--- src/rtl/internal_reset_pkg.sv ---
// Constants and carrier types for the internal reset source block.
// Assumes an 8-bit register port and one system clock.
package internal_reset_pkg;

	localparam int unsigned CLK_HZ            = 50_000_000;
	localparam int unsigned ADDR_W            = 4;
	localparam int unsigned DATA_W            = 8;

	// Register offsets
	localparam logic [ADDR_W-1:0] OFF_SRC     = 4'h0;
	localparam logic [ADDR_W-1:0] OFF_WDT_CTL = 4'h1;
	localparam logic [ADDR_W-1:0] OFF_WDT_LIM = 4'h2;
	localparam logic [ADDR_W-1:0] OFF_CAUSE   = 4'h3;
	localparam logic [ADDR_W-1:0] OFF_IRQ_ST  = 4'h4;
	localparam logic [ADDR_W-1:0] OFF_IRQ_MSK = 4'h5;

	// reset_source_register fields
	localparam int unsigned BIT_SW_FORCE  = 4;
	localparam int unsigned BIT_WDT_FLAG  = 5;
	localparam int unsigned BIT_FLASH_ERR = 6;

	// Watchdog control fields
	localparam int unsigned BIT_WDT_EN    = 0;
	localparam int unsigned BIT_WDT_KICK  = 1;

	// Event bit positions in the interrupt status and mask registers
	localparam int unsigned EV_SW    = 0;
	localparam int unsigned EV_WDT   = 1;
	localparam int unsigned EV_FLASH = 2;
	localparam int unsigned EV_W     = 3;

	localparam logic [3:0]        WDT_DIV       = 4'hC;
	localparam logic [DATA_W-1:0] WDT_LIM_RESET = 8'hFF;
	localparam logic [DATA_W-1:0] ZERO_BYTE     = 8'h00;
	localparam logic [EV_W-1:0]   ZERO_EV       = 3'h0;
	localparam int unsigned       RESET_HOLD    = 4;

	typedef struct packed {
		logic [ADDR_W-1:0] addr;
		logic [DATA_W-1:0] wrData;
		logic              wr;
		logic              rd;
	} reg_req_type;

	// Illegal flash access reports from the flash access logic
	typedef struct packed {
		logic progBeyondLimit;
		logic codeReadBeyondLimit;
		logic fetchBeyondLimit;
		logic securityRefused;
		logic writeNoSupplyMonitor;
	} flash_fault_type;

	localparam int unsigned FAULT_W = $bits(flash_fault_type);

	typedef enum logic [1:0] {
		ST_RUN  = 2'b01,
		ST_HOLD = 2'b10
	} rst_state_type;

endpackage

--- src/rtl/internal_reset_sources.sv ---
// Internal reset generator: watchdog, illegal flash access and software reset.
// Assumes fault strobes and the register port come from logic on mclk,
// and that sysResetN feeds the chip reset tree, not this block.
`timescale 1ns/1ps

// Notes on behaviour
// After any reset the watchdog is enabled and ticks at the system clock divided by twelve.
// A watchdog expiry issues a system reset and sets the watchdog flag at bit five.
// Internal resets never drive or change the external reset pin.
// A programming write or erase above the user code limit causes a system reset.
// A code memory read instruction above the user code limit causes a system reset.
// An instruction fetch above the user code limit causes a system reset.
// A flash access refused by the security setting causes a system reset.
// A flash write or erase with the supply monitor disabled causes a system reset.
// A flash error reset sets the flash error flag at bit six.
// Writing one to bit four of the source register forces a system reset at once.
// After a software reset bit four reads back as one.
// The internal reset lasts at least one full cycle, releases on mclk, and flags survive it.
module internal_reset_sources
	import internal_reset_pkg::*;
#(
	parameter int unsigned          HOLD_CYCLES = RESET_HOLD,
	parameter logic [DATA_W-1:0]    LIMIT_RESET = WDT_LIM_RESET
) (
	input  wire logic               mclk,
	input  wire logic               rstn,
	input  wire reg_req_type        regReq,
	output logic [DATA_W-1:0]       regRdData,
	input  wire flash_fault_type    flashFault,
	output logic                    sysResetN,
	output logic                    rstPinOut,
	output logic                    rstPinOe,
	output logic                    irq
);

	if (HOLD_CYCLES < 1 || HOLD_CYCLES > 255) begin : gHoldCheck
		$error("HOLD_CYCLES must lie in 1..255");
	end

	localparam logic [7:0] HOLD_LOAD = 8'(HOLD_CYCLES - 1);

	// Reset release is retimed so no flop sees rstn rise near an edge
	logic              rstnMeta_r;
	logic              rstnSync_r;

	always_ff @(posedge mclk or negedge rstn) begin
		if (!rstn) begin
			rstnMeta_r <= 1'b0;
			rstnSync_r <= 1'b0;
		end else begin
			rstnMeta_r <= 1'b1;
			rstnSync_r <= rstnMeta_r;
		end
	end

	// Sequencer state
	rst_state_type     state_r, state_nxt;
	logic [7:0]        holdCnt_r, holdCnt_nxt;
	logic              sysRstN_r, sysRstN_nxt;
	logic [DATA_W-1:0] srcReg_r, srcReg_nxt;
	flash_fault_type   cause_r, cause_nxt;

	// Watchdog state
	logic              wdtEn_r, wdtEn_nxt;
	logic [3:0]        preCnt_r, preCnt_nxt;
	logic [DATA_W-1:0] wdtCnt_r, wdtCnt_nxt;
	logic [DATA_W-1:0] wdtLim_r, wdtLim_nxt;

	// Register port and interrupt state
	logic [EV_W-1:0]   irqSt_r, irqSt_nxt;
	logic [EV_W-1:0]   irqMsk_r, irqMsk_nxt;
	logic [DATA_W-1:0] rdData_r, rdData_nxt;
	logic              irq_r, irq_nxt;
	logic              pinOut_r, pinOe_r;

	logic              running;
	logic              flashHit;
	logic              swHit;
	logic              wdtTick;
	logic              wdtHit;
	logic [EV_W-1:0]   events;

	assign running  = (state_r == ST_RUN);
	// Faults are ignored while the reset is already held; the chip is being reset anyway
	assign flashHit = running && (|flashFault);
	assign swHit    = running && regReq.wr && (regReq.addr == OFF_SRC)
	                  && regReq.wrData[BIT_SW_FORCE];
	assign wdtTick  = (preCnt_r == WDT_DIV - 4'h1);
	assign wdtHit   = running && wdtEn_r && wdtTick && (wdtCnt_r == wdtLim_r);

	always_comb begin
		events           = ZERO_EV;
		events[EV_SW]    = swHit;
		events[EV_WDT]   = wdtHit;
		events[EV_FLASH] = flashHit;
	end

	// Reset sequencer
	always_comb begin
		state_nxt   = state_r;
		holdCnt_nxt = holdCnt_r;
		sysRstN_nxt = sysRstN_r;
		srcReg_nxt  = srcReg_r;
		cause_nxt   = cause_r;
		unique case (state_r)
			ST_RUN: begin
				sysRstN_nxt = 1'b1;
				if (|events) begin
					state_nxt   = ST_HOLD;
					holdCnt_nxt = HOLD_LOAD;
					sysRstN_nxt = 1'b0;
					// Flags name the latest cause; coinciding causes all show
					srcReg_nxt                = ZERO_BYTE;
					srcReg_nxt[BIT_SW_FORCE]  = swHit;
					srcReg_nxt[BIT_WDT_FLAG]  = wdtHit;
					srcReg_nxt[BIT_FLASH_ERR] = flashHit;
					if (flashHit) begin
						cause_nxt = flashFault;
					end
				end
			end
			ST_HOLD: begin
				if (holdCnt_r == 8'h00) begin
					state_nxt   = ST_RUN;
					sysRstN_nxt = 1'b1;
				end else begin
					holdCnt_nxt = holdCnt_r - 8'h01;
				end
			end
		endcase
	end

	always_ff @(posedge mclk or negedge rstnSync_r) begin
		if (!rstnSync_r) begin
			state_r   <= ST_RUN;
			holdCnt_r <= 8'h00;
			sysRstN_r <= 1'b0;
			srcReg_r  <= ZERO_BYTE;
			cause_r   <= '0;
		end else begin
			state_r   <= state_nxt;
			holdCnt_r <= holdCnt_nxt;
			sysRstN_r <= sysRstN_nxt;
			srcReg_r  <= srcReg_nxt;
			cause_r   <= cause_nxt;
		end
	end

	// Watchdog: restarted by any internal reset as well as by rstn
	always_comb begin
		wdtEn_nxt  = wdtEn_r;
		preCnt_nxt = wdtTick ? 4'h0 : preCnt_r + 4'h1;
		wdtCnt_nxt = wdtCnt_r;
		wdtLim_nxt = wdtLim_r;
		if (!running) begin
			wdtEn_nxt  = 1'b1;
			preCnt_nxt = 4'h0;
			wdtCnt_nxt = ZERO_BYTE;
			wdtLim_nxt = LIMIT_RESET;
		end else begin
			if (wdtEn_r && wdtTick) begin
				wdtCnt_nxt = wdtCnt_r + 8'h01;
			end
			if (regReq.wr && regReq.addr == OFF_WDT_CTL) begin
				wdtEn_nxt = regReq.wrData[BIT_WDT_EN];
				if (regReq.wrData[BIT_WDT_KICK]) begin
					wdtCnt_nxt = ZERO_BYTE;
				end
			end
			if (regReq.wr && regReq.addr == OFF_WDT_LIM) begin
				wdtLim_nxt = regReq.wrData;
			end
		end
	end

	always_ff @(posedge mclk or negedge rstnSync_r) begin
		if (!rstnSync_r) begin
			wdtEn_r  <= 1'b1;
			preCnt_r <= 4'h0;
			wdtCnt_r <= ZERO_BYTE;
			wdtLim_r <= LIMIT_RESET;
		end else begin
			wdtEn_r  <= wdtEn_nxt;
			preCnt_r <= preCnt_nxt;
			wdtCnt_r <= wdtCnt_nxt;
			wdtLim_r <= wdtLim_nxt;
		end
	end

	// Register reads and interrupt status; an event beats a read-clear
	always_comb begin
		rdData_nxt = ZERO_BYTE;
		irqSt_nxt  = irqSt_r;
		irqMsk_nxt = irqMsk_r;
		if (regReq.rd) begin
			unique case (regReq.addr)
				OFF_SRC:     rdData_nxt = srcReg_r;
				OFF_WDT_CTL: rdData_nxt = {7'h00, wdtEn_r};
				OFF_WDT_LIM: rdData_nxt = wdtLim_r;
				OFF_CAUSE:   rdData_nxt = {3'h0, cause_r};
				OFF_IRQ_ST:  rdData_nxt = {5'h00, irqSt_r};
				OFF_IRQ_MSK: rdData_nxt = {5'h00, irqMsk_r};
				default:     rdData_nxt = ZERO_BYTE;
			endcase
			if (regReq.addr == OFF_IRQ_ST) begin
				irqSt_nxt = ZERO_EV;
			end
		end
		if (regReq.wr && regReq.addr == OFF_IRQ_MSK) begin
			irqMsk_nxt = regReq.wrData[EV_W-1:0];
		end
		irqSt_nxt = irqSt_nxt | events;
		irq_nxt   = |(irqSt_nxt & irqMsk_nxt);
	end

	always_ff @(posedge mclk or negedge rstnSync_r) begin
		if (!rstnSync_r) begin
			rdData_r <= ZERO_BYTE;
			irqSt_r  <= ZERO_EV;
			irqMsk_r <= ZERO_EV;
			irq_r    <= 1'b0;
		end else begin
			rdData_r <= rdData_nxt;
			irqSt_r  <= irqSt_nxt;
			irqMsk_r <= irqMsk_nxt;
			irq_r    <= irq_nxt;
		end
	end

	// The external pin stays undriven; internal causes never reach it
	always_ff @(posedge mclk or negedge rstnSync_r) begin
		if (!rstnSync_r) begin
			pinOut_r <= 1'b0;
			pinOe_r  <= 1'b0;
		end else begin
			pinOut_r <= 1'b0;
			pinOe_r  <= 1'b0;
		end
	end

	assign regRdData = rdData_r;
	assign sysResetN = sysRstN_r;
	assign rstPinOut = pinOut_r;
	assign rstPinOe  = pinOe_r;
	assign irq       = irq_r;

	// Helper for the hold check: length of the current low stretch of sysResetN
	logic [7:0]        lowRun_r, lowRun_nxt;

	always_comb begin
		lowRun_nxt = sysResetN ? 8'h00 : lowRun_r + 8'h01;
	end

	always_ff @(posedge mclk or negedge rstnSync_r) begin
		if (!rstnSync_r) begin
			lowRun_r <= 8'h00;
		end else begin
			lowRun_r <= lowRun_nxt;
		end
	end

	sw_reset_a: assert property (@(posedge mclk) disable iff (!rstnSync_r)
		swHit |=> !sysResetN && srcReg_r[BIT_SW_FORCE])
		else $error("software reset not taken");

	sw_flag_keep_a: assert property (@(posedge mclk) disable iff (!rstnSync_r)
		(state_r == ST_HOLD && $past(swHit)) |-> ##[0:256] (running && srcReg_r[BIT_SW_FORCE]))
		else $error("software flag lost across reset");

	wdt_reset_a: assert property (@(posedge mclk) disable iff (!rstnSync_r)
		wdtHit |=> !sysResetN && srcReg_r[BIT_WDT_FLAG])
		else $error("watchdog expiry did not reset");

	flash_reset_a: assert property (@(posedge mclk) disable iff (!rstnSync_r)
		(running && |flashFault) |=> !sysResetN && srcReg_r[BIT_FLASH_ERR])
		else $error("flash fault did not reset");

	wdt_restart_a: assert property (@(posedge mclk) disable iff (!rstnSync_r)
		($rose(sysResetN) && $past(state_r) == ST_HOLD)
		|-> wdtEn_r && wdtCnt_r == ZERO_BYTE && preCnt_r == 4'h0)
		else $error("watchdog not restarted after reset");

	wdt_wrap_a: assert property (@(posedge mclk) disable iff (!rstnSync_r)
		(running && wdtTick) |=> preCnt_r == 4'h0)
		else $error("watchdog prescaler did not wrap");

	wdt_divide_a: assert property (@(posedge mclk) disable iff (!rstnSync_r)
		(running && wdtTick) ##1 running [*8] ##1 running [*3] |=> wdtTick)
		else $error("watchdog prescaler not divide by twelve");

	wdt_count_a: assert property (@(posedge mclk) disable iff (!rstnSync_r)
		(running && wdtEn_r && wdtTick && wdtCnt_r != wdtLim_r
		&& !(regReq.wr && regReq.addr == OFF_WDT_CTL)) |=> wdtCnt_r == $past(wdtCnt_r) + 8'h01)
		else $error("watchdog count did not advance");

	wdt_stopped_a: assert property (@(posedge mclk) disable iff (!rstnSync_r)
		(running && !wdtEn_r && !(regReq.wr && regReq.addr == OFF_WDT_CTL)) |=> $stable(wdtCnt_r))
		else $error("disabled watchdog counted");

	wdt_enable_a: assert property (@(posedge mclk) disable iff (!rstnSync_r)
		!running |=> wdtEn_r && wdtLim_r == LIMIT_RESET)
		else $error("watchdog settings not restored");

	pin_quiet_a: assert property (@(posedge mclk) disable iff (!rstnSync_r)
		!rstPinOe && !rstPinOut)
		else $error("reset pin driven");

	hold_len_a: assert property (@(posedge mclk) disable iff (!rstnSync_r)
		($rose(sysResetN) && $past(state_r) == ST_HOLD) |-> lowRun_r == HOLD_CYCLES)
		else $error("internal reset length wrong");

	no_spurious_a: assert property (@(posedge mclk) disable iff (!rstnSync_r)
		(running && !(|events) && sysResetN) |=> sysResetN)
		else $error("internal reset without a cause");

	src_keep_a: assert property (@(posedge mclk) disable iff (!rstnSync_r)
		!(running && |events) |=> $stable(srcReg_r))
		else $error("source flags changed without a reset");

	flash_cause_a: assert property (@(posedge mclk) disable iff (!rstnSync_r)
		(running && |flashFault) |=> cause_r == $past(flashFault))
		else $error("flash cause not captured");

	irq_level_a: assert property (@(posedge mclk) disable iff (!rstnSync_r)
		(|(irqSt_r & irqMsk_r)) |-> irq)
		else $error("masked status not on interrupt");

	irq_set_a: assert property (@(posedge mclk) disable iff (!rstnSync_r)
		(|events) |=> (irqSt_r & $past(events)) == $past(events))
		else $error("event not recorded in status");

	irq_clear_a: assert property (@(posedge mclk) disable iff (!rstnSync_r)
		(regReq.rd && regReq.addr == OFF_IRQ_ST && !(|events)) |=> irqSt_r == ZERO_EV)
		else $error("status not cleared by read");

	rd_idle_a: assert property (@(posedge mclk) disable iff (!rstnSync_r)
		!regReq.rd |=> regRdData == ZERO_BYTE)
		else $error("read data held too long");

	rd_source_a: assert property (@(posedge mclk) disable iff (!rstnSync_r)
		(regReq.rd && regReq.addr == OFF_SRC) |=> regRdData == $past(srcReg_r))
		else $error("source register read wrong");

endmodule

--- config.mk ---
export PLATFORM = sky130hd
export DESIGN_NAME = internal_reset_sources
export DESIGN_NICKNAME = d
export VERILOG_FILES = /design/src/rtl/internal_reset_pkg.sv /design/src/rtl/internal_reset_sources.sv
export SDC_FILE = /design/constraint.sdc
export NUM_CORES = 1
export LEC_CHECK = 0
export BUFFER_PORTS_ARGS = -buffer_cell sky130_fd_sc_hd__buf_2
export CAP_MARGIN = 10
export CORE_AREA = 2 2 77 79
export CTS_BUF_LIST = sky130_fd_sc_hd__clkbuf_8
export DETAILED_ROUTE_END_ITERATION = 10
export DIE_AREA = 0 0 79 81
export PLACE_DENSITY_LB_ADDON = 0.25
export SLEW_MARGIN = 20
export SYNTH_ARGS = -nofsm -noshare
export SYNTH_HDL_FRONTEND = slang
export SYNTH_SLANG_ARGS = --single-unit
--- constraint.sdc ---
create_clock -name mclk -period 2.87 [get_ports mclk]
set_input_delay 0.574 -clock mclk [delete_from_list [all_inputs] [get_ports mclk]]
set_output_delay 0.574 -clock mclk [all_outputs]
set_load 0.01 [all_outputs]
==> flow_summary.ini <==
[setup_path]
crit_start = preCnt_r[0]
r2r-end = holdCnt_r[2]
worstSetupPathType = flip-flop to flip-flop
path_cells = ha_1, nand4b_2, nor4_2, nand4_2, a31o_1
cp_slowest_cell = nor4_2
r2r_cells = 5
critPathRequiredTime_ns = 3.09
r2r_start = preCnt_r[0]
cp_data_arrival_time_ns = 2.20
critPathMaxStageDelay_ns = 0.39
end_kind = flip-flop
endpoint = holdCnt_r[2]
critPathMaxFanout = 8
ff2ff_setup_slack_ns = 0.89
start_kind = flip-flop

[synthesis]
synth_async_sr_flop_share_pct = 100
synth_warnings = 0
synth_flop_cell = dfrtp_1
syn_area_per_cell_um2 = 10.0
yosys.area.top_type = dfrtp_1
yosysMostFrequentCell = dfrtp_1
synth_cell_types = 54
synth_commonest_cells = 47 x dfrtp_1, 32 x nand2_1, 27 x nor2_1, 14 x a21oi_1, 12 x nand3_1
ys_top_cells_by_area = dfrtp_1 40%, dfstp_2 9.0%, nand2_1 4.1%, nor2_1 3.5%, xor2_1 3.3%
synth_top_cell_area_share_pct = 40.1
synth_edf_count = 0
synth_seq_cells = 57
ys_seq_area_share_pct = 49.1
syn_inst = 292
syn_area_um2 = 2930

[die]
coreArea_um2 = 5680
die_area_um2 = 6400
die_h_um = 81
pin_count = 33
dieWidth_um = 79
initial_utilization_pct = 51.7
rows = 28

[place]
dp_hpwl_um = 4680
port-buffer-count = 30
place_congestion = 0.825
place_area_um2 = 3170

[clock_tree]
insertion_delay_ns = 0.34
cts_tree = yes
cts_buffers = 9
clk_pin_slew_ns = 0.06
postCtsHoldBufs = 0
cts_max_level = 3
post_cts.repair.setup_buffers = 0
clockRootBuffer = clkbuf_8
cts_sinks = 57
post_cts_resized = 0
ctsLongestPathBuffers = 2

[final_layout]
utilization_pct = 59.8
drive_above_1_share_pct = 23.5
fin_area_um2 = 3390
diodes = 0
fin_nets = 352
synthToLayoutAreaGrowth_pct = 15.7

[grt]
overflow = 0
grt_usage_pct = 21.6
grt_max_degree = 36
antenna_found_initial = 0
grt_pass1_wl_um = 10600
grt_pass1_vias = 2278

[timing]
max_freq_mhz = 505
rsz0062_at_grt = no
report.final.hold_viol_count = 0
setup_viol = 0
finClkSkew_ns = 0.0112
finalCritPeriodShare_pct = 69.0
worstMarginPinSlew_ns = 0.587
min_period_ns = 1.98
tns_ns = 0
slew_headroom_pct = 60.6
slew_viol_final = 0

[routing]
wl_per_cell_um = 15.7
vias = 2309
drt-pass1-iter-count = 4
drc = 0
ant_nets = 0
routed_wl_um = 6410
viasPerCell = 5.67
first_iter_violations = 137

[power_and_ir_drop]
p_per_area_nw_per_um2 = 523
p_leak_nw = 1.53
finalPower_mw = 1.77
ir_drop_uv = 300

[hold_path]
min_path_type = input pin to async pin

[run]
maxCapViolCount = 0

[status]
outcome = complete, no violations
## final cells by class
cell class / count / area, um^2
multi-input cells: 216 / 1410
flip-flops and latches: 57 / 1440
clock buffers: 11 / 151
fillers: 496 / 2280
clock inverters: 5 / 77.6
well taps: 75 / 93.8
inverters: 6 / 22.5
repair buffers: 37 / 203
## state kept, by name, summed over array words and instances (netlist names)
| name | cells |
|---|---|
| rstnSync_r | 1 |
| wdtEn_r | 1 |
| holdCnt_r | 8 |
| preCnt_r | 4 |
| srcReg_r | 3 |
| sysResetN | 1 |
| wdtCnt_r | 8 |
| irq | 1 |
| wdtLim_r | 8 |
| cause_r | 5 |
| state_r | 2 |
| irqSt_r | 3 |
| irqMsk_r | 3 |
| regRdData | 8 |
| rstnMeta_r | 1 |
## where the power goes
| part | switching, mW | internal [mW] |
|---|---|---|
| sequential | 0.0106 | 0.817 |
| clock | 0.323 | 0.533 |
| combinational | 0.0539 | 0.0371 |
## routing by layer
layer / wire length, um / track usage, % / part of all wire [%]
met1: 2890 / 27.9 / 45
met2: 3050 / 35.1 / 48
met3: 315 / 4.33 / 4.9
met4: 155 / 10.2 / 2.4
met5: 0 / 0 / 0
## per-stage QoR
step	setup WS, ns	hold slack, ns	std cells
detailed placement	0.705	0.236	391
CTS	0.859	0.000703	407
global placement	0.759	0.226	391
floorplan	1.02	0.278	293
global route	0.771	0.00252	407
finish	0.889	0.00710	407
## critical path, delay by kind of cell (launching register included)
family	cells	cell delay, ns
compound gates	1	0.30
fa+ha+maj	1	0.27
flops	1	0.37
simple gates	3	0.91
## worst min-delay path by stage
stage	endpoint	slack [ns]	cells past startpoint
2_1_floorplan	rstnMeta_r	0.28	0
3_3_place_gp	preCnt_r[3]	0.23	0
3_5_place_dp	preCnt_r[3]	0.24	0
4_1_cts	rstnSync_r	0.0007	1
5_1_grt	rstnMeta_r	0.003	1
6_report	rstnMeta_r	0.007	1
## placed cells by master, fill, tap and decap left out, types with 8 or more instances in the layout
cell type / Yosys / final
dfrtp_1: 47 / 46
nand3_1: 12 / 12
dfstp_2: 10 / 10
nor3_1: 8 / 8
mux2i_1: 9 / 9
a21oi_1: 14 / 14
nand2_1: 32 / 32
nor2_1: 27 / 27
clkbuf_8: 0 / 11
xor2_1: 11 / 11
buf_2: 4 / 30
## kinds of logic after synthesis
family / after synthesis / synth area share, %
AO/OA/AOI/OAI: 61 / 14.5
XOR/XNOR: 16 / 4.78
adder cells (fa/ha/maj): 4 / 1.71
buffers and inverters: 20 / 3.11
flip-flops: 57 / 49.1
multiplexers: 10 / 3.46
other: 2 / 0.256
AND/OR/NAND/NOR: 122 / 23.2
Note: power is estimated with default switching activity, not from simulation.
